`src/core/charge_current_config_regs.vh`:
```
// Register offsets, field positions, reset values and decode steps.
`ifndef CHARGE_CURRENT_CONFIG_REGS_VH
`define CHARGE_CURRENT_CONFIG_REGS_VH

// Serial bus slave address, seven bits.
`define SLAVE_ADDR 7'h6b
// Highest writable register offset in the whole bank.
`define LAST_RW_OFFSET 8'h07
`define LAST_RO_OFFSET 8'h0a

// Register offsets.
`define FAST_CHARGE_CURRENT_CTRL_OFS 8'h02
`define PRECHARGE_TERMINATION_CURRENT_CTRL_OFS 8'h03

// Reset values.
`define FAST_CHARGE_CURRENT_CTRL_RST 8'h60
`define PRECHARGE_TERMINATION_CURRENT_CTRL_RST 8'h11

// Field positions in the fast-charge control register.
`define FAST_LIMIT_MSB 7
`define FAST_LIMIT_LSB 2
`define RESERVED_BIT 1
`define REDUCTION_BIT 0

// Field positions in the pre-charge and termination register.
`define PRE_LIMIT_MSB 7
`define PRE_LIMIT_LSB 4
`define TERM_LIMIT_MSB 3
`define TERM_LIMIT_LSB 0

// Decode offsets and step sizes in mA.
`define FAST_OFFSET_MA 13'h0200
`define FAST_STEP_MA 13'h0040
`define PRE_TERM_OFFSET_MA 13'h0080
`define PRE_TERM_STEP_MA 13'h0080
// Upper ends of the fast-charge range for the two variants, in mA.
`define FAST_MAX_HIGH_MA 13'h11c0
`define FAST_MAX_LOW_MA 13'h09c0
// Reduced fast-charge current is one fifth, pre-charge one half.
`define FAST_REDUCE_DIV 13'h0005

`endif

```
`src/core/charge_current_config.v`:
```
// Serial-bus register bank holding the charge current configuration.
`timescale 1ns/1ps
// Summary of operation
// - Fast-charge field bits 7:2 decode as 512 mA plus 64 mA steps.
// - Fast-charge limit capped at 4544 mA or 2496 mA by variant.
// - Fast-charge field resets to code 011000, which is 2048 mA.
// - Fast-charge control register resets to 8'h60, low two bits clear.
// - Reduction bit set: fast limit 20 percent, pre-charge 50 percent.
// - Reduction bit clear: programmed fast and pre-charge values used.
// - Pre-charge and termination fields decode 128 mA plus 128 mA steps.
// - Pre-charge and termination fields reset to 0001, which is 256 mA.
// - Pre-charge and termination register resets to 8'h11.
// - Bank answers serial address 6BH; 00-07 writable, 08-0A read only.
`include "charge_current_config_regs.vh"

module charge_current_config #(
	parameter HIGH_CURRENT_VARIANT = 1, // One for the higher-current part.
	parameter CUR_W = 13 // Width of the decoded currents in mA.
) (
	input wire sys_clk, // System clock, 100 MHz.
	input wire rstn, // Asynchronous reset, active low.
	input wire ce, // Clock enable; all state holds while low.
	input wire scl_in, // Serial clock level from the host.
	input wire sda_in, // Serial data level on the wire.
	output wire sda_out, // Serial data drive value, always low.
	output wire sda_oe, // High while the data line is pulled low.
	output reg [CUR_W-1:0] fast_charge_current_limit, // Effective fast mA.
	output reg [CUR_W-1:0] precharge_current_limit, // Effective pre mA.
	output reg [CUR_W-1:0] termination_current_limit, // Termination mA.
	output reg current_reduction_force // Reduction bit as stored.
);

	// One-hot states of the serial slave.
	localparam [5:0] ST_IDLE = 6'h01;
	localparam [5:0] ST_ADDR = 6'h02;
	localparam [5:0] ST_PTR = 6'h04;
	localparam [5:0] ST_WDATA = 6'h08;
	localparam [5:0] ST_RDATA = 6'h10;
	localparam [5:0] ST_SKIP = 6'h20;
	localparam [3:0] ACK_SLOT = 4'h8;
	localparam [3:0] ACK_DONE = 4'h9;

	// The serial pins are sampled once per system clock, so the host must
	// hold each serial clock level for a few system clocks. A data bit is
	// taken on the clock edge that first sees the serial clock high. The
	// data line is only ever pulled low, and only changes on the clock edge
	// that first sees a serial clock fall, so the slave never makes a false
	// start or stop of its own. A start or a stop seen anywhere aborts
	// the byte in progress and releases the data line at once.
	// The pointer persists between transactions, so a read may follow a
	// write of the pointer alone. Offsets outside the two registers are
	// acknowledged and read as zero, which keeps the host's byte count in
	// step with the rest of the bank even though those registers live
	// elsewhere.

	// Serial slave state and byte assembly.
	reg [5:0] state_reg;
	reg [3:0] bit_cnt_reg;
	reg [7:0] shift_reg;
	reg [7:0] tx_reg;

	// Register pointer, direction and the host's acknowledge.
	reg [7:0] ptr_reg;
	reg rw_reg;
	reg nack_reg;

	// Data line drive and the previous pin samples.
	reg drive_low_reg;
	reg scl_q_reg;
	reg sda_q_reg;

	// The two stored configuration registers, kept exactly as written.
	reg [7:0] fast_charge_current_ctrl_reg;
	reg [7:0] precharge_termination_current_ctrl_reg;

	// Pin events, pointer arithmetic and the bytes offered for reading.
	wire scl_rise;
	wire scl_fall;
	wire start_seen;
	wire stop_seen;
	wire [7:0] ptr_inc;
	wire [7:0] rd_cur;
	wire [7:0] rd_nxt;

	// Returns the register value at an offset; holes and others read zero.
	function [7:0] read_mux;
		input [7:0] ofs;
		input [7:0] fast_val;
		input [7:0] pre_val;
		begin
			read_mux = 8'h00;
			if (ofs == `FAST_CHARGE_CURRENT_CTRL_OFS) begin
				read_mux = fast_val;
			end else if (ofs == `PRECHARGE_TERMINATION_CURRENT_CTRL_OFS) begin
				read_mux = pre_val;
			end
		end
	endfunction

	// Decodes a four-bit field as offset plus binary-weighted steps.
	function [12:0] decode_pre_term;
		input [3:0] code;
		begin
			decode_pre_term = `PRE_TERM_OFFSET_MA +
				`PRE_TERM_STEP_MA * {9'h000, code};
		end
	endfunction

	// Edge and bus condition detection on the sampled pins.
	assign scl_rise = scl_in & ~scl_q_reg;
	assign scl_fall = ~scl_in & scl_q_reg;
	assign start_seen = scl_in & scl_q_reg & sda_q_reg & ~sda_in;
	assign stop_seen = scl_in & scl_q_reg & ~sda_q_reg & sda_in;
	assign ptr_inc = ptr_reg + 8'h01;

	// Byte at the pointer and at the next offset, for the read path.
	assign rd_cur = read_mux(ptr_reg, fast_charge_current_ctrl_reg,
		precharge_termination_current_ctrl_reg);
	assign rd_nxt = read_mux(ptr_inc, fast_charge_current_ctrl_reg,
		precharge_termination_current_ctrl_reg);

	// Open-drain drive: only ever pulls low.
	assign sda_out = 1'b0;
	assign sda_oe = drive_low_reg;

	// Keeps the previous pin samples for edge detection.
	always @(posedge sys_clk or negedge rstn) begin
		if (!rstn) begin
			scl_q_reg <= 1'b1;
			sda_q_reg <= 1'b1;
		end else if (ce) begin
			scl_q_reg <= scl_in;
			sda_q_reg <= sda_in;
		end
	end

	// Serial slave: address match, pointer, writes and auto-incrementing reads.
	always @(posedge sys_clk or negedge rstn) begin
		if (!rstn) begin
			state_reg <= ST_IDLE;
			bit_cnt_reg <= 4'h0;
			shift_reg <= 8'h00;
			tx_reg <= 8'h00;
			ptr_reg <= 8'h00;
			rw_reg <= 1'b0;
			nack_reg <= 1'b0;
			drive_low_reg <= 1'b0;
			fast_charge_current_ctrl_reg <= `FAST_CHARGE_CURRENT_CTRL_RST;
			precharge_termination_current_ctrl_reg <=
				`PRECHARGE_TERMINATION_CURRENT_CTRL_RST;
		end else if (ce) begin
			if (start_seen) begin
				state_reg <= ST_ADDR;
				bit_cnt_reg <= 4'h0;
				drive_low_reg <= 1'b0;
			end else if (stop_seen) begin
				state_reg <= ST_IDLE;
				bit_cnt_reg <= 4'h0;
				drive_low_reg <= 1'b0;
			end else if (scl_rise) begin
				if (bit_cnt_reg < ACK_SLOT) begin
					shift_reg <= {shift_reg[6:0], sda_in};
					bit_cnt_reg <= bit_cnt_reg + 4'h1;
				end else if (bit_cnt_reg == ACK_SLOT) begin
					nack_reg <= sda_in;
					bit_cnt_reg <= ACK_DONE;
				end
			end else if (scl_fall) begin
				if (bit_cnt_reg == ACK_SLOT) begin
					// Byte complete: acknowledge it or hand the line to the host.
					case (state_reg)
					// Address byte: answer only our own address.
					ST_ADDR: begin
						if (shift_reg[7:1] == `SLAVE_ADDR) begin
							drive_low_reg <= 1'b1;
							rw_reg <= shift_reg[0];
						end else begin
							state_reg <= ST_SKIP;
						end
					end
					// Pointer byte: any offset is taken and acknowledged.
					ST_PTR: begin
						ptr_reg <= shift_reg;
						drive_low_reg <= 1'b1;
					end
					// Data byte: store it if it hits one of our registers,
					// then step the pointer for a following byte.
					ST_WDATA: begin
						if (ptr_reg == `FAST_CHARGE_CURRENT_CTRL_OFS) begin
							fast_charge_current_ctrl_reg <= shift_reg;
						end
						if (ptr_reg == `PRECHARGE_TERMINATION_CURRENT_CTRL_OFS) begin
							precharge_termination_current_ctrl_reg <=
								shift_reg;
						end
						ptr_reg <= ptr_inc;
						drive_low_reg <= 1'b1;
					end
					ST_RDATA: begin
						drive_low_reg <= 1'b0;
					end
					default: begin
						drive_low_reg <= 1'b0;
					end
					endcase
				end else if (bit_cnt_reg == ACK_DONE) begin
					// Acknowledge clock over: set up the next byte.
					bit_cnt_reg <= 4'h0;
					drive_low_reg <= 1'b0;
					case (state_reg)
					ST_ADDR: begin
						if (rw_reg) begin
							// Read: load the byte and show its first bit.
							state_reg <= ST_RDATA;
							tx_reg <= rd_cur;
							drive_low_reg <= ~rd_cur[7];
						end else begin
							state_reg <= ST_PTR;
						end
					end
					ST_PTR: begin
						state_reg <= ST_WDATA;
					end
					ST_RDATA: begin
						if (nack_reg) begin
							state_reg <= ST_SKIP;
						end else begin
							// The host wants more: move on one offset.
							ptr_reg <= ptr_inc;
							tx_reg <= rd_nxt;
							drive_low_reg <= ~rd_nxt[7];
						end
					end
					default: begin
						state_reg <= state_reg;
					end
					endcase
				end else if (state_reg == ST_RDATA && bit_cnt_reg != 4'h0) begin
					// Present the next data bit, most significant first.
					tx_reg <= {tx_reg[6:0], 1'b0};
					drive_low_reg <= ~tx_reg[6];
				end
			end
		end
	end

	// The cap is applied before any reduction, so a stored code above the
	// variant's range still yields a legal current. The stored byte itself
	// is never altered, so the host reads back what it wrote.
	// Decoded, capped and reduced currents, registered for the charge loop.
	reg [12:0] fast_prog;
	reg [12:0] fast_cap;
	reg [12:0] pre_prog;
	always @* begin
		fast_prog = `FAST_OFFSET_MA + `FAST_STEP_MA * {7'h00,
			fast_charge_current_ctrl_reg[`FAST_LIMIT_MSB:`FAST_LIMIT_LSB]};
		fast_cap = (HIGH_CURRENT_VARIANT != 0) ? `FAST_MAX_HIGH_MA :
			`FAST_MAX_LOW_MA;
		if (fast_prog > fast_cap) begin
			fast_prog = fast_cap;
		end
		pre_prog = decode_pre_term(
			precharge_termination_current_ctrl_reg[`PRE_LIMIT_MSB:`PRE_LIMIT_LSB]);
	end

	// The reduction is an integer divide, so results round down.
	// Termination current is never reduced.
	// Output registers follow the stored fields one cycle after a write.
	always @(posedge sys_clk or negedge rstn) begin
		if (!rstn) begin
			fast_charge_current_limit <= {CUR_W{1'b0}};
			precharge_current_limit <= {CUR_W{1'b0}};
			termination_current_limit <= {CUR_W{1'b0}};
			current_reduction_force <= 1'b0;
		end else if (ce) begin
			current_reduction_force <=
				fast_charge_current_ctrl_reg[`REDUCTION_BIT];
			if (fast_charge_current_ctrl_reg[`REDUCTION_BIT]) begin
				fast_charge_current_limit <=
					fast_prog / `FAST_REDUCE_DIV;
				precharge_current_limit <= {1'b0, pre_prog[12:1]};
			end else begin
				fast_charge_current_limit <= fast_prog;
				precharge_current_limit <= pre_prog;
			end
			termination_current_limit <= decode_pre_term(
				precharge_termination_current_ctrl_reg[`TERM_LIMIT_MSB:
				`TERM_LIMIT_LSB]);
		end
	end

endmodule // charge_current_config

```
`config.mk`:
```
export PLATFORM = sky130hd
export DESIGN_NAME = charge_current_config
export DESIGN_NICKNAME = d
export VERILOG_FILES = /design/src/core/charge_current_config.v
export VERILOG_INCLUDE_DIRS = /design/src /design/src/core
export SDC_FILE = /design/constraint.sdc
export NUM_CORES = 1
export LEC_CHECK = 0
export BUFFER_PORTS_ARGS = -buffer_cell sky130_fd_sc_hd__buf_2
export CAP_MARGIN = 0
export CORE_MARGIN = 2
export CORE_UTILIZATION = 50
export CTS_CLUSTER_DIAMETER = 30
export DETAILED_ROUTE_END_ITERATION = 6
export GPL_TIMING_DRIVEN = 0
export PLACE_DENSITY = 0.68
export SLEW_MARGIN = 20
export SYNTH_ARGS = -nofsm -noshare
export SYNTH_HDL_FRONTEND = slang
export SYNTH_SLANG_ARGS = --single-unit
export TNS_END_PERCENT = 5
```
`constraint.sdc`:
```
create_clock -name sys_clk -period 17.6 [get_ports sys_clk]
set_input_delay 3.52 -clock sys_clk [delete_from_list [all_inputs] [get_ports sys_clk]]
set_output_delay 3.52 -clock sys_clk [all_outputs]
set_load 0.005 [all_outputs]
```
==> impl_metrics.sql, run 1 <==
INSERT INTO impl_metrics (metric_group, metric, value, unit) VALUES
('status', 'status', 'finished, final reports clean', ''),
('clocking', 'cts.sink_count', '79', ''),
('worst_setup_path', 'timing.critical_path.from_type', 'flip-flop', ''),
('floorplanning', 'placeableCoreArea', '11910', 'µm²'),
('detailed_routing', 'postRouteWirelength', '15170', 'µm'),
('timing', 'finalClockSkew', '0.005331', 'ns'),
('timing', 'period_share', '0.5227', ''),
('detailed_routing', 'ant_nets', '0', ''),
('clocking', 'tritoncts_buffer_count', '9', ''),
('detailed_routing', 'detail_route.iter0.violations', '553', ''),
('synth', 'synth_sequential_area_ratio', '0.3269', ''),
('timing', 'postLayoutSetupSlackWorst', '8.401', 'ns'),
('synth', 'synth_cell_type_count', '92', ''),
('pwr', 'vdd_drop_max', '95.98', 'µV'),
('clocking', 'cts_setup_buffers', '0', ''),
('cells_and_area', 'drive_above_1_share', '0.2069', ''),
('global_route', 'grt_remaining_overflow', '0', ''),
('worst_setup_path', 'critical_path_arrival', '9.42', 'ns'),
('global_route', 'grt_max_degree', '60', ''),
('pwr', 'cellPowerDensity', '69.36', 'nW/µm²'),
('cells_and_area', 'registers.top_by_ff_count', 'fast_charge_current_limit', ''),
('synth', 'yosys_warnings', '0', ''),
('clocking', 'worst_skew_pair.late_latency', '0.34', 'ns'),
('timing', 'post-route-min-period', '9.199', 'ns'),
('worst_setup_path', 'cp_slowest_stage_delay', '0.56', 'ns'),
('synth', 'synth-edff-count', '0', ''),
('floorplanning', 'initial_util', '0.5100', ''),
('worst_setup_path', 'cpMaxStageDelayCell', 'sky130_fd_sc_hd__dfstp_2', ''),
('floorplanning', 'io-pin-count', '47', ''),
('cells_and_area', 'syn2layout_area_growth', '12.28', '%'),
('clocking', 'htree_levels', '3', ''),
('worst_setup_path', 'path_max_fanout', '10', ''),
('detailed_routing', 'route.detailed.wl_per_inst', '16.74', 'µm'),
('timing', 'timing_max_transition_violations_final', '0', ''),
('synth', 'avgSynthCellArea', '8.715', 'µm²'),
('synth', 'post_synthesis_instance_area', '6075', 'µm²'),
('worst_setup_path', 'crit_path_frequent_cell', 'sky130_fd_sc_hd__ha_1', ''),
('floorplanning', 'die_y', '114.2', 'µm'),
('worst_setup_path', 'timing_worst_setup_path_type', 'flip-flop to flip-flop', ''),
('timing', 'tightest_slew', '1.021', 'ns'),
('floorplanning', 'die_area', '13050', 'µm²'),
('timing', 'max_freq', '108.7', 'MHz'),
('global_route', 'grt_antenna_before_repair', '0', ''),
('synth', 'netlist_instances', '697', ''),
('timing', 'slew_margin_rel', '0.3176', ''),
('clocking', 'clkSlewWorstSetupHoldPaths', '0.06', 'ns'),
('placed_design', 'dp_worst_setup_slack', '8.566', 'ns'),
('cells_and_area', 'fin_nets', '781', ''),
('global_route', 'grt_first_pass_wirelength', '25690', 'µm'),
('floorplanning', 'floorplan.die.width', '114.2', 'µm'),
('worst_setup_path', 'worst_setup_path_end_kind', 'flip-flop', ''),
('detailed_routing', 'first_drt_pass_iteration_count', '5', ''),
('clocking', 'ctsRootBufferMaster', 'sky130_fd_sc_hd__clkbuf_16', ''),
('synth', 'synth.ff_latch_count', '79', ''),
('pwr', 'p_leak', '3.006', 'nW'),
('timing', 'grt_setup_unrepaired', 'no', ''),
('timing', 'timing_hold_violations_final', '0', ''),
('placed_design', 'detailedPlacementHpwl', '11420', 'µm'),
('cells_and_area', 'insertedDiodeCount', '0', ''),
('detailed_routing', 'post_dr_vias_cell', '5.991', ''),
('synth', 'synthFlopType', 'sky130_fd_sc_hd__dfrtp_1', ''),
('placed_design', 'io_buffer_count', '30', ''),
('worst_setup_path', 'cp.required', '17.82', 'ns'),
('cells_and_area', 'fillCellCount', '1090', ''),
('clocking', 'cts_tree', 'built', ''),
('cells_and_area', 'largest_register_ff_count', '13', ''),
('clocking', 'ctsHoldBuffers', '0', ''),
('synth', 'fraction_of_registers_with_async_set_or_reset_after_synthesis', '1.000', ''),
('global_route', 'grt_usage', '0.2448', ''),
('floorplanning', 'placementRows', '40', ''),
('timing', 'setup-tns-final', '0', 'ns'),
('placed_design', 'gp_congestion', '0.8522', ''),
('detailed_routing', 'drt_drc_violations_left', '0', ''),
('clocking', 'ctsLongestPathBuffers', '2', ''),
('detailed_routing', 'num_vias', '5428', ''),
('flow_run', 'cap_viol_max_count', '0', ''),
('clocking', 'cts_repair_resize_count', '0', ''),
('timing', 'setup_viol', '0', ''),
('global_route', 'first_global_vias', '5205', ''),
('hold_path', 'worst_hold_path_type', 'flip-flop to flip-flop', '');
-- per-layer routing --
layer | track usage | vias up | routed length [µm]
met3 | 0.01747 | 22 | 486
met4 | 0.08780 | 0 | 337
met2 | 0.4306 | 120 | 7608
met5 | 0 | - | 0
met1 | 0.3182 | 2634 | 6734
li1 | - | 2652 | -
-- power by group --
group / switching (mW) / internal (mW)
sequential: 0.0226 / 0.196
combinational: 0.0269 / 0.0238
clock: 0.0752 / 0.128
total: 0.125 / 0.348
-- final cells by class --
cell class,instances,area [µm²],area share
buffer,48,342.8,0.05027
clock buffer,11,242.7,0.03559
clock inverter,5,82.58,0.01211
inverter,44,172.7,0.02532
multi-input combinational,541,3630,0.5322
sequential,79,1986,0.2911
tap,147,183.9,0.02697
timing repair buffer,31,180.2,0.02642
-- Yosys cell counts (7+ instances only) --
cell type	instances	area (µm²)
sky130_fd_sc_hd__nor4_1	9	56.30
sky130_fd_sc_hd__inv_1	42	157.7
sky130_fd_sc_hd__a22oi_1	7	52.55
sky130_fd_sc_hd__o211ai_1	7	52.55
sky130_fd_sc_hd__nor2b_1	9	56.30
sky130_fd_sc_hd__ha_1	22	275.3
sky130_fd_sc_hd__nor3_1	21	105.1
sky130_fd_sc_hd__nand4_1	7	43.79
sky130_fd_sc_hd__nor2_1	54	202.7
sky130_fd_sc_hd__and3_1	8	50.05
sky130_fd_sc_hd__mux2_2	33	371.6
sky130_fd_sc_hd__o22ai_1	12	75.07
sky130_fd_sc_hd__nor3b_1	9	67.56
sky130_fd_sc_hd__a221oi_1	15	131.4
sky130_fd_sc_hd__dfstp_2	7	183.9
sky130_fd_sc_hd__clkbuf_1	17	63.81
sky130_fd_sc_hd__a21oi_1	44	220.2
sky130_fd_sc_hd__dfrtp_1	72	1802
sky130_fd_sc_hd__nand3_1	26	130.1
sky130_fd_sc_hd__buf_6	7	78.83
sky130_fd_sc_hd__xnor2_1	11	96.34
sky130_fd_sc_hd__nand2_1	56	210.2
sky130_fd_sc_hd__buf_4	17	127.6
sky130_fd_sc_hd__o31ai_1	8	60.06
sky130_fd_sc_hd__o21ai_0	47	235.2
sky130_fd_sc_hd__a31oi_1	11	68.82
-- worst max-delay path, delay by kind of cell, from the launching register on --
family                   cells  cell delay, ns
buffers and inverters        7            0.87
flip-flops                   1            0.56
adder cells (fa/ha/maj)      6            1.70
AO/OA/AOI/OAI               15            3.47
AND/OR/NAND/NOR              8            2.22
multiplexers                 1            0.25
-- cell families (layout without fill, tap and decap cells) --
family | count (synthesis) | after routing | share of synthesized area
simple gates | 243 | 243 | 0.2064
mux | 42 | 42 | 0.07971
compound gates | 204 | 204 | 0.2360
other cells | 1 | 16 | 0.0006173
flops | 79 | 79 | 0.3269
buf+inv | 92 | 139 | 0.08486
xor+xnor | 14 | 14 | 0.02019
fa+ha+maj | 22 | 22 | 0.04531
-- path summary, 6_finish.rpt --
kind	startpoint	cells after the start	slack [ns]	to
max	fast_charge_current_ctrl_reg[5]	37	8.40	fast_charge_current_limit[0]
min	sda_oe	1	0.50	sda_oe
max reg2reg	fast_charge_current_ctrl_reg[5]	37	8.40	fast_charge_current_limit[0]
min reg2reg	sda_oe	1	0.50	sda_oe
max in group asynchronous	rstn	2	13.90	precharge_termination_current_ctrl_reg[0]
min in group asynchronous	rstn	1	3.07	bit_cnt_reg[0]
-- through the flow --
stage                     hold slack, ns  std cells  area (µm²)  utilization  power [mW]
after floorplan                   0.4683        712        6131            -      0.2473
after global placement            0.4905        889        6465       0.5428      0.2684
after detailed placement          0.4882        890        6495       0.5453      0.2719
after global routing              0.5185        906        6820       0.5726      0.4929
after CTS                         0.5012        906        6820       0.5726      0.4747
final                             0.4977        906        6820       0.5726      0.4731
-- cells in the final DEF (no fill, tap or decap), drive strengths merged, types with 12 or more instances in the layout --
cell type and n:
nand2 56, mux2 35, conb 16, clkbuf 33
dfrtp 72, a21oi 44, o21ai 50, nor3 21
nand3 27, a221oi 15, inv 43, ha 22
o22ai 12, a31oi 12, buf 57, nor2 55
(Power assumes the default switching activity.)
==> run 2: changes to the inputs <==
Settings changed: PLACE_DENSITY 0.68 to 0.71.
Clock period 17.6 ns to 7.9 ns, I/O delays scaled along.
==> run 2 against run 1 <==
Flip-flop and latch count unchanged. Clock skew increased by 0.00069 ns. Total power increased by 110%. Sequential power increased by 120%. Final cell count increased by 3.2%. Critical endpoint unchanged.
==> impl_metrics.sql, run 2 (synthesized netlist as in run 1, its figures left out) <==
INSERT INTO impl_metrics (metric_group, metric, value, unit) VALUES
('placed_design', 'dp_worst_setup_slack', '-0.7638', 'ns'),
('worst_setup_path', 'cpLargestDelayFamily', 'compound AO/OA/AOI/OAI gates', ''),
('detailed_routing', 'route.detailed.wl_per_inst', '17.07', 'µm'),
('timing', 'post-route-min-period', '7.883', 'ns'),
('timing', 'tightest_slew', '1.134', 'ns'),
('cells_and_area', 'layout.cells.most_common', 'sky130_fd_sc_hd__dfrtp_1', ''),
('cells_and_area', 'fillCellCount', '1026', ''),
('global_route', 'first_global_vias', '5280', ''),
('clocking', 'htree_levels', '3', ''),
('detailed_routing', 'drt_drc_violations_left', '0', ''),
('detailed_routing', 'detail_route.iter0.violations', '512', ''),
('clocking', 'ctsLongestPathBuffers', '2', ''),
('global_route', 'grt_first_pass_wirelength', '25670', 'µm'),
('timing', 'max_freq', '126.9', 'MHz'),
('pwr', 'vdd_drop_max', '119.4', 'µV'),
('cells_and_area', 'insertedDiodeCount', '0', ''),
('global_route', 'gr-usage-met2', '0.4290', ''),
('cells_and_area', 'most-common-layout-cells', 'sky130_fd_sc_hd__dfrtp_1 (72), sky130_fd_sc_hd__nand2_1 (54), sky130_fd_sc_hd__nor2_1 (52)', ''),
('cells_and_area', 'finalCoreUtilization', '0.6106', ''),
('placed_design', 'placement.cell_area', '6536', 'µm²'),
('timing', 'setup_viol', '0', ''),
('global_route', 'gr-max-usage-layer', 'met2', ''),
('floorplanning', 'floorplan.die.width', '114.2', 'µm'),
('cells_and_area', 'registers.top_by_ff_count', 'fast_charge_current_limit', ''),
('worst_setup_path', 'worst_setup_path_end_kind', 'flip-flop', ''),
('clocking', 'cts.sink_count', '79', ''),
('detailed_routing', 'first_drt_pass_iteration_count', '5', ''),
('global_route', 'use_met1', '0.3102', ''),
('worst_setup_path', 'critPathBufInv', '5', ''),
('global_route', 'grt_remaining_overflow', '0', ''),
('detailed_routing', 'ant_nets', '0', ''),
('clocking', 'cts_tree', 'built', ''),
('placed_design', 'io_buffer_count', '30', ''),
('cells_and_area', 'drive_above_1_share', '0.2817', ''),
('cells_and_area', 'fin_nets', '810', ''),
('worst_setup_path', 'crit_path_frequent_cell', 'sky130_fd_sc_hd__ha_4', ''),
('placed_design', 'detailedPlacementHpwl', '11310', 'µm'),
('detailed_routing', 'num_vias', '5662', ''),
('timing', 'timing_hold_violations_final', '0', ''),
('worst_setup_path', 'cp.required', '8.11', 'ns'),
('global_route', 'grt_antenna_before_repair', '0', ''),
('clocking', 'tritoncts_buffer_count', '9', ''),
('cells_and_area', 'largest_register_ff_count', '13', ''),
('clocking', 'clkSlewWorstSetupHoldPaths', '0.06', 'ns'),
('placed_design', 'gp_congestion', '0.9406', ''),
('timing', 'timing_max_transition_violations_final', '0', ''),
('cells_and_area', 'syn2layout_area_growth', '19.73', '%'),
('timing', 'period_share', '0.9978', ''),
('floorplanning', 'placementRows', '40', ''),
('flow_run', 'cap_viol_max_count', '0', ''),
('floorplanning', 'die_y', '114.2', 'µm'),
('detailed_routing', 'postRouteWirelength', '15960', 'µm'),
('pwr', 'p_leak', '3.184', 'nW'),
('pwr', 'cellPowerDensity', '136.2', 'nW/µm²'),
('cells_and_area', 'finalInstanceArea', '7273', 'µm²'),
('clocking', 'worst_skew_pair.late_latency', '0.34', 'ns'),
('worst_setup_path', 'critical_path_arrival', '8.10', 'ns'),
('worst_setup_path', 'cpMaxStageDelayCell', 'sky130_fd_sc_hd__dfstp_2', ''),
('floorplanning', 'placeableCoreArea', '11910', 'µm²'),
('worst_setup_path', 'path_max_fanout', '5', ''),
('hold_path', 'worst_hold_path_type', 'flip-flop to flip-flop', ''),
('status', 'status', 'finished, final reports clean', ''),
('global_route', 'grt_max_degree', '61', ''),
('global_route', 'grt_usage', '0.2431', ''),
('timing', 'postLayoutSetupSlackWorst', '0.01722', 'ns'),
('timing', 'grt_setup_unrepaired', 'yes', ''),
('global_route', 'grt_use_met3', '0.03388', ''),
('detailed_routing', 'post_dr_vias_cell', '6.056', ''),
('floorplanning', 'io-pin-count', '47', ''),
('clocking', 'ctsRootBufferMaster', 'sky130_fd_sc_hd__clkbuf_16', ''),
('worst_setup_path', 'timing.critical_path.from_type', 'flip-flop', ''),
('floorplanning', 'initial_util', '0.5100', ''),
('worst_setup_path', 'cp_slowest_stage_delay', '0.60', 'ns'),
('timing', 'slew_margin_rel', '0.2426', ''),
('worst_setup_path', 'timing_worst_setup_path_type', 'flip-flop to flip-flop', ''),
('timing', 'finalClockSkew', '0.006025', 'ns'),
('floorplanning', 'die_area', '13050', 'µm²');
==> run 2: cell count changes in the layout (fill, tap and decap cells not counted), sizes merged <==
cell	change
clkinv	-1
bufinv	-2
clkbuf	-1
buf	+30
clkinvlp	+3
==> run 2: repair_timing <==
item / in CTS / in global routing
endpoints found under the setup margin: 3 / 3
resized for setup: 18 / 36
pin swaps: 17 / 29
buffers inserted: 13 / 16
cloned: 0 / 1
hold buffers: 0 / 0
==> run 2: through the flow <==
| stage | setup TNS (ns) | total power, mW | instances | hold WS [ns] |
|---|---|---|---|---|
| CTS | 0 | 0.9977 | 919 | 0.5093 |
| global placement | -1.293 | 0.5974 | 889 | 0.4869 |
| detailed placement | -1.416 | 0.6033 | 890 | 0.4980 |
| global route | -0.3603 | 1.033 | 935 | 0.5158 |
| finish | 0 | 0.9903 | 935 | 0.5049 |
| floorplan | 0 | 0.5509 | 712 | 0.4683 |
==> run 2: final timing paths <==
kind | from | endpoint | slack (ns) | cells after the start
setup / recovery | fast_charge_current_ctrl_reg[6] | fast_charge_current_limit[0] | 0.02 | 39
hold / removal | state_reg[0] | state_reg[0] | 0.50 | 2
setup reg to reg | fast_charge_current_ctrl_reg[6] | fast_charge_current_limit[0] | 0.02 | 39
hold reg to reg | state_reg[0] | state_reg[0] | 0.50 | 2
max in group asynchronous | rstn | precharge_termination_current_ctrl_reg[0] | 6.13 | 2
min in group asynchronous | rstn | state_reg[3] | 1.13 | 1
==> run 2: metal layers <==
metal  vias to the layer above  routed length [µm]
met5                         -                   0
met4                         0                 303
met3                        33                 587
met2                       156                8029
met1                      2759                7038
li1                       2714                   -
==> run 2: tightest hold or removal path, stage by stage, from the launching register on <==
cell                      delay (ns)
sky130_fd_sc_hd__dfstp_2        0.38
sky130_fd_sc_hd__nand2_1        0.05
sky130_fd_sc_hd__o31ai_1        0.06
==> run 2: final cells by class <==
class	instances	area [µm²]	area share
multi-input combinational	541	3904	0.5367
sequential	79	1986	0.2730
timing repair buffer	61	402.9	0.05539
buffer	47	339.1	0.04662
clock buffer	11	252.7	0.03475
tap	147	183.9	0.02529
inverter	44	172.7	0.02374
clock inverter	5	32.53	0.004473
==> run 2: power by group <==
part           switching, mW  leakage (nW)  internal, mW
sequential            0.0490          1.03         0.437
combinational         0.0586          2.02        0.0531
clock                  0.164         0.134         0.229
==> run 3: changes to the inputs <==
Settings changed: CELL_PAD_IN_SITES_DETAIL_PLACEMENT set to 1, CELL_PAD_IN_SITES_GLOBAL_PLACEMENT set to 1, CORE_UTILIZATION 50 to 42, PLACE_DENSITY 0.71 to not set, PLACE_DENSITY_LB_ADDON set to 0.1.
==> run 3 against run 2 <==
Maximum frequency is 1.2% higher. Worst hold slack worse by 0.025 ns. Clock power is 5.9% higher. Worst setup slack better by 0.095 ns. Die area is 18% higher. Largest power group unchanged.
==> impl_metrics.sql, run 3 (synthesized netlist as in run 1, its figures left out) <==
INSERT INTO impl_metrics (metric_group, metric, value, unit) VALUES
('floorplanning', 'initial_util', '0.4343', ''),
('worst_setup_path', 'cp.required', '8.11', 'ns'),
('timing', 'max_freq', '128.4', 'MHz'),
('cells_and_area', 'finalInstanceArea', '7440', 'µm²'),
('timing', 'tightest_slew', '1.086', 'ns'),
('floorplanning', 'io-pin-count', '47', ''),
('global_route', 'grt_remaining_overflow', '0', ''),
('detailed_routing', 'post_dr_vias_cell', '5.868', ''),
('global_route', 'grt_first_pass_wirelength', '30660', 'µm'),
('worst_setup_path', 'worst_setup_path_end_kind', 'flip-flop', ''),
('detailed_routing', 'detail_route.iter0.violations', '316', ''),
('detailed_routing', 'postRouteWirelength', '18910', 'µm'),
('cells_and_area', 'syn2layout_area_growth', '22.47', '%'),
('timing', 'timing_hold_violations_final', '0', ''),
('floorplanning', 'placementRows', '43', ''),
('floorplanning', 'floorplan.die.width', '124.3', 'µm'),
('worst_setup_path', 'timing.critical_path.from_type', 'flip-flop', ''),
('placed_design', 'gp_congestion', '0.8882', ''),
('global_route', 'grt_usage', '0.2414', ''),
('worst_setup_path', 'path_max_fanout', '5', ''),
('worst_setup_path', 'cpMaxStageDelayCell', 'sky130_fd_sc_hd__dfstp_2', ''),
('cells_and_area', 'fin_nets', '816', ''),
('worst_setup_path', 'cp_slowest_stage_delay', '0.60', 'ns'),
('pwr', 'p_leak', '3.230', 'nW'),
('worst_setup_path', 'crit_path_frequent_cell', 'sky130_fd_sc_hd__ha_4', ''),
('cells_and_area', 'registers.top_by_ff_count', 'fast_charge_current_limit', ''),
('worst_setup_path', 'timing_worst_setup_path_type', 'flip-flop to flip-flop', ''),
('clocking', 'cts.sink_count', '79', ''),
('timing', 'post-route-min-period', '7.788', 'ns'),
('global_route', 'grt_max_degree', '52', ''),
('cells_and_area', 'multi_input_area', '3973', 'µm²'),
('worst_setup_path', 'critical_path_arrival', '8.00', 'ns'),
('timing', 'period_share', '0.9858', ''),
('pwr', 'vdd_drop_max', '146.8', 'µV'),
('placed_design', 'placement.cell_area', '6578', 'µm²'),
('clocking', 'ctsHoldBuffers', '0', ''),
('flow_run', 'cap_viol_max_count', '0', ''),
('worst_setup_path', 'crit_path_end', 'fast_charge_current_limit[0]', ''),
('global_route', 'first_global_vias', '5854', ''),
('cells_and_area', 'final_cell_count_no_fill', '974', ''),
('timing', 'slew_margin_rel', '0.2747', ''),
('clocking', 'cts_tree', 'built', ''),
('worst_setup_path', 'worst-r2r-cell-count', '38', ''),
('cells_and_area', 'layout.cells.most_common', 'sky130_fd_sc_hd__dfrtp_1', ''),
('worst_setup_path', 'regToRegEndpoint', 'fast_charge_current_limit[0]', ''),
('detailed_routing', 'drt_drc_violations_left', '0', ''),
('placed_design', 'io_buffer_count', '30', ''),
('timing', 'worst_hold_slack', '0.4804', 'ns'),
('cells_and_area', 'insertedDiodeCount', '0', ''),
('clocking', 'ctsRootBufferMaster', 'sky130_fd_sc_hd__clkbuf_16', ''),
('worst_setup_path', 'slack_of_the_worst_reg_to_reg_path', '0.11', 'ns'),
('global_route', 'grt_antenna_before_repair', '0', ''),
('worst_setup_path', 'startpoint', 'fast_charge_current_ctrl_reg[6]', ''),
('clocking', 'ctsLongestPathBuffers', '2', ''),
('detailed_routing', 'ant_nets', '0', ''),
('pwr', 'design_power_total', '1.024', 'mW'),
('clocking', 'htree_levels', '3', ''),
('timing', 'grt_setup_unrepaired', 'yes', ''),
('clocking', 'worst_skew_pair.late_latency', '0.34', 'ns'),
('cells_and_area', 'largest_register_ff_count', '13', ''),
('timing', 'finalClockSkew', '0.007105', 'ns'),
('clocking', 'clkSlewWorstSetupHoldPaths', '0.06', 'ns'),
('floorplanning', 'die_y', '124.3', 'µm'),
('hold_path', 'worst_hold_path_type', 'flip-flop to flip-flop', ''),
('cells_and_area', 'drive_above_1_share', '0.2960', ''),
('floorplanning', 'die_area', '15440', 'µm²'),
('floorplanning', 'placeableCoreArea', '13990', 'µm²'),
('pwr', 'cellPowerDensity', '137.7', 'nW/µm²'),
('detailed_routing', 'first_drt_pass_iteration_count', '4', ''),
('cells_and_area', 'final-seq-area', '1986', 'µm²'),
('cells_and_area', 'most-common-layout-cells', 'sky130_fd_sc_hd__dfrtp_1 (72), sky130_fd_sc_hd__buf_4 (54), sky130_fd_sc_hd__nand2_1 (53)', ''),
('placed_design', 'placed_cells', '923', ''),
('cells_and_area', 'fillCellCount', '1653', ''),
('clocking', 'tritoncts_buffer_count', '9', ''),
('status', 'status', 'finished, final reports clean', ''),
('timing', 'timing_max_transition_violations_final', '0', ''),
('timing', 'setup_viol', '0', ''),
('placed_design', 'detailedPlacementHpwl', '13600', 'µm'),
('detailed_routing', 'route.detailed.wl_per_inst', '19.41', 'µm'),
('detailed_routing', 'num_vias', '5715', ''),
('worst_setup_path', 'worstReg2RegStart', 'fast_charge_current_ctrl_reg[6]', '');
run 3: how the worst min path moves through the flow:
| stage | startpoint | depth (start not counted) | slack (ns) | endpoint |
|---|---|---|---|---|
| global route | fast_charge_current_limit[9] | 1 | 0.51 | fast_charge_current_limit[9] |
| global placement | fast_charge_current_limit[9] | 1 | 0.46 | fast_charge_current_limit[9] |
| detailed placement | fast_charge_current_limit[9] | 1 | 0.47 | fast_charge_current_limit[9] |
| finish | fast_charge_current_limit[9] | 1 | 0.48 | fast_charge_current_limit[9] |
| CTS | fast_charge_current_limit[9] | 1 | 0.49 | fast_charge_current_limit[9] |
| floorplan | rw_reg | 1 | 0.47 | state_reg[2] |
run 3: timing repair:
item                       4_1_cts  5_1_grt
gates resized for setup         35       31
pin swaps                       17       33
setup endpoints to repair        3        2
buffers inserted                13       24
run 3: per-layer routing:
| layer | vias to the layer above | GRT usage | routed length, µm |
|---|---|---|---|
| met4 | 0 | 0.08724 | 491 |
| li1 | 2726 | - | - |
| met1 | 2858 | 0.3058 | 8172 |
| met2 | 95 | 0.4272 | 9784 |
| met5 | - | 0 | 0 |
| met3 | 36 | 0.02363 | 460 |
run 3: worst max-delay path: cells and delay by family, from the launching register on:
family | cells | cell delay, ns
buffers and inverters | 4 | 0.34
multiplexers | 1 | 0.23
AND/OR/NAND/NOR | 10 | 1.74
flip-flops | 1 | 0.60
adder cells (fa/ha/maj) | 5 | 1.07
AO/OA/AOI/OAI | 17 | 3.50
XOR/XNOR | 1 | 0.16
run 3: cell type report:
| type | count | area share |
|---|---|---|
| Buffer | 46 | 0.04457 |
| Clock buffer | 12 | 0.03313 |
| Clock inverter | 4 | 0.006054 |
| Inverter | 44 | 0.02355 |
| Multi-Input combinational cell | 541 | 0.5340 |
| Sequential cell | 79 | 0.2669 |
| Tap cell | 180 | 0.03027 |
| Timing Repair Buffer | 68 | 0.06155 |
run 3: stage by stage:
stage / worst slack, ns / TNS [ns] / utilization
floorplan: 0.01727 / 0 / -
global placement: -0.8834 / -1.754 / 0.4681
detailed placement: -1.156 / -2.571 / 0.4702
CTS: 0.001693 / 0 / 0.5098
global route: -0.2044 / -0.3397 / 0.5318
finish: 0.1118 / 0 / 0.5318
run 3: power breakdown:
part | internal (mW) | leakage (nW) | switching [mW]
clock network | 0.252 | 0.146 | 0.163
logic | 0.0533 | 2.05 | 0.0626
registers | 0.437 | 1.03 | 0.0567
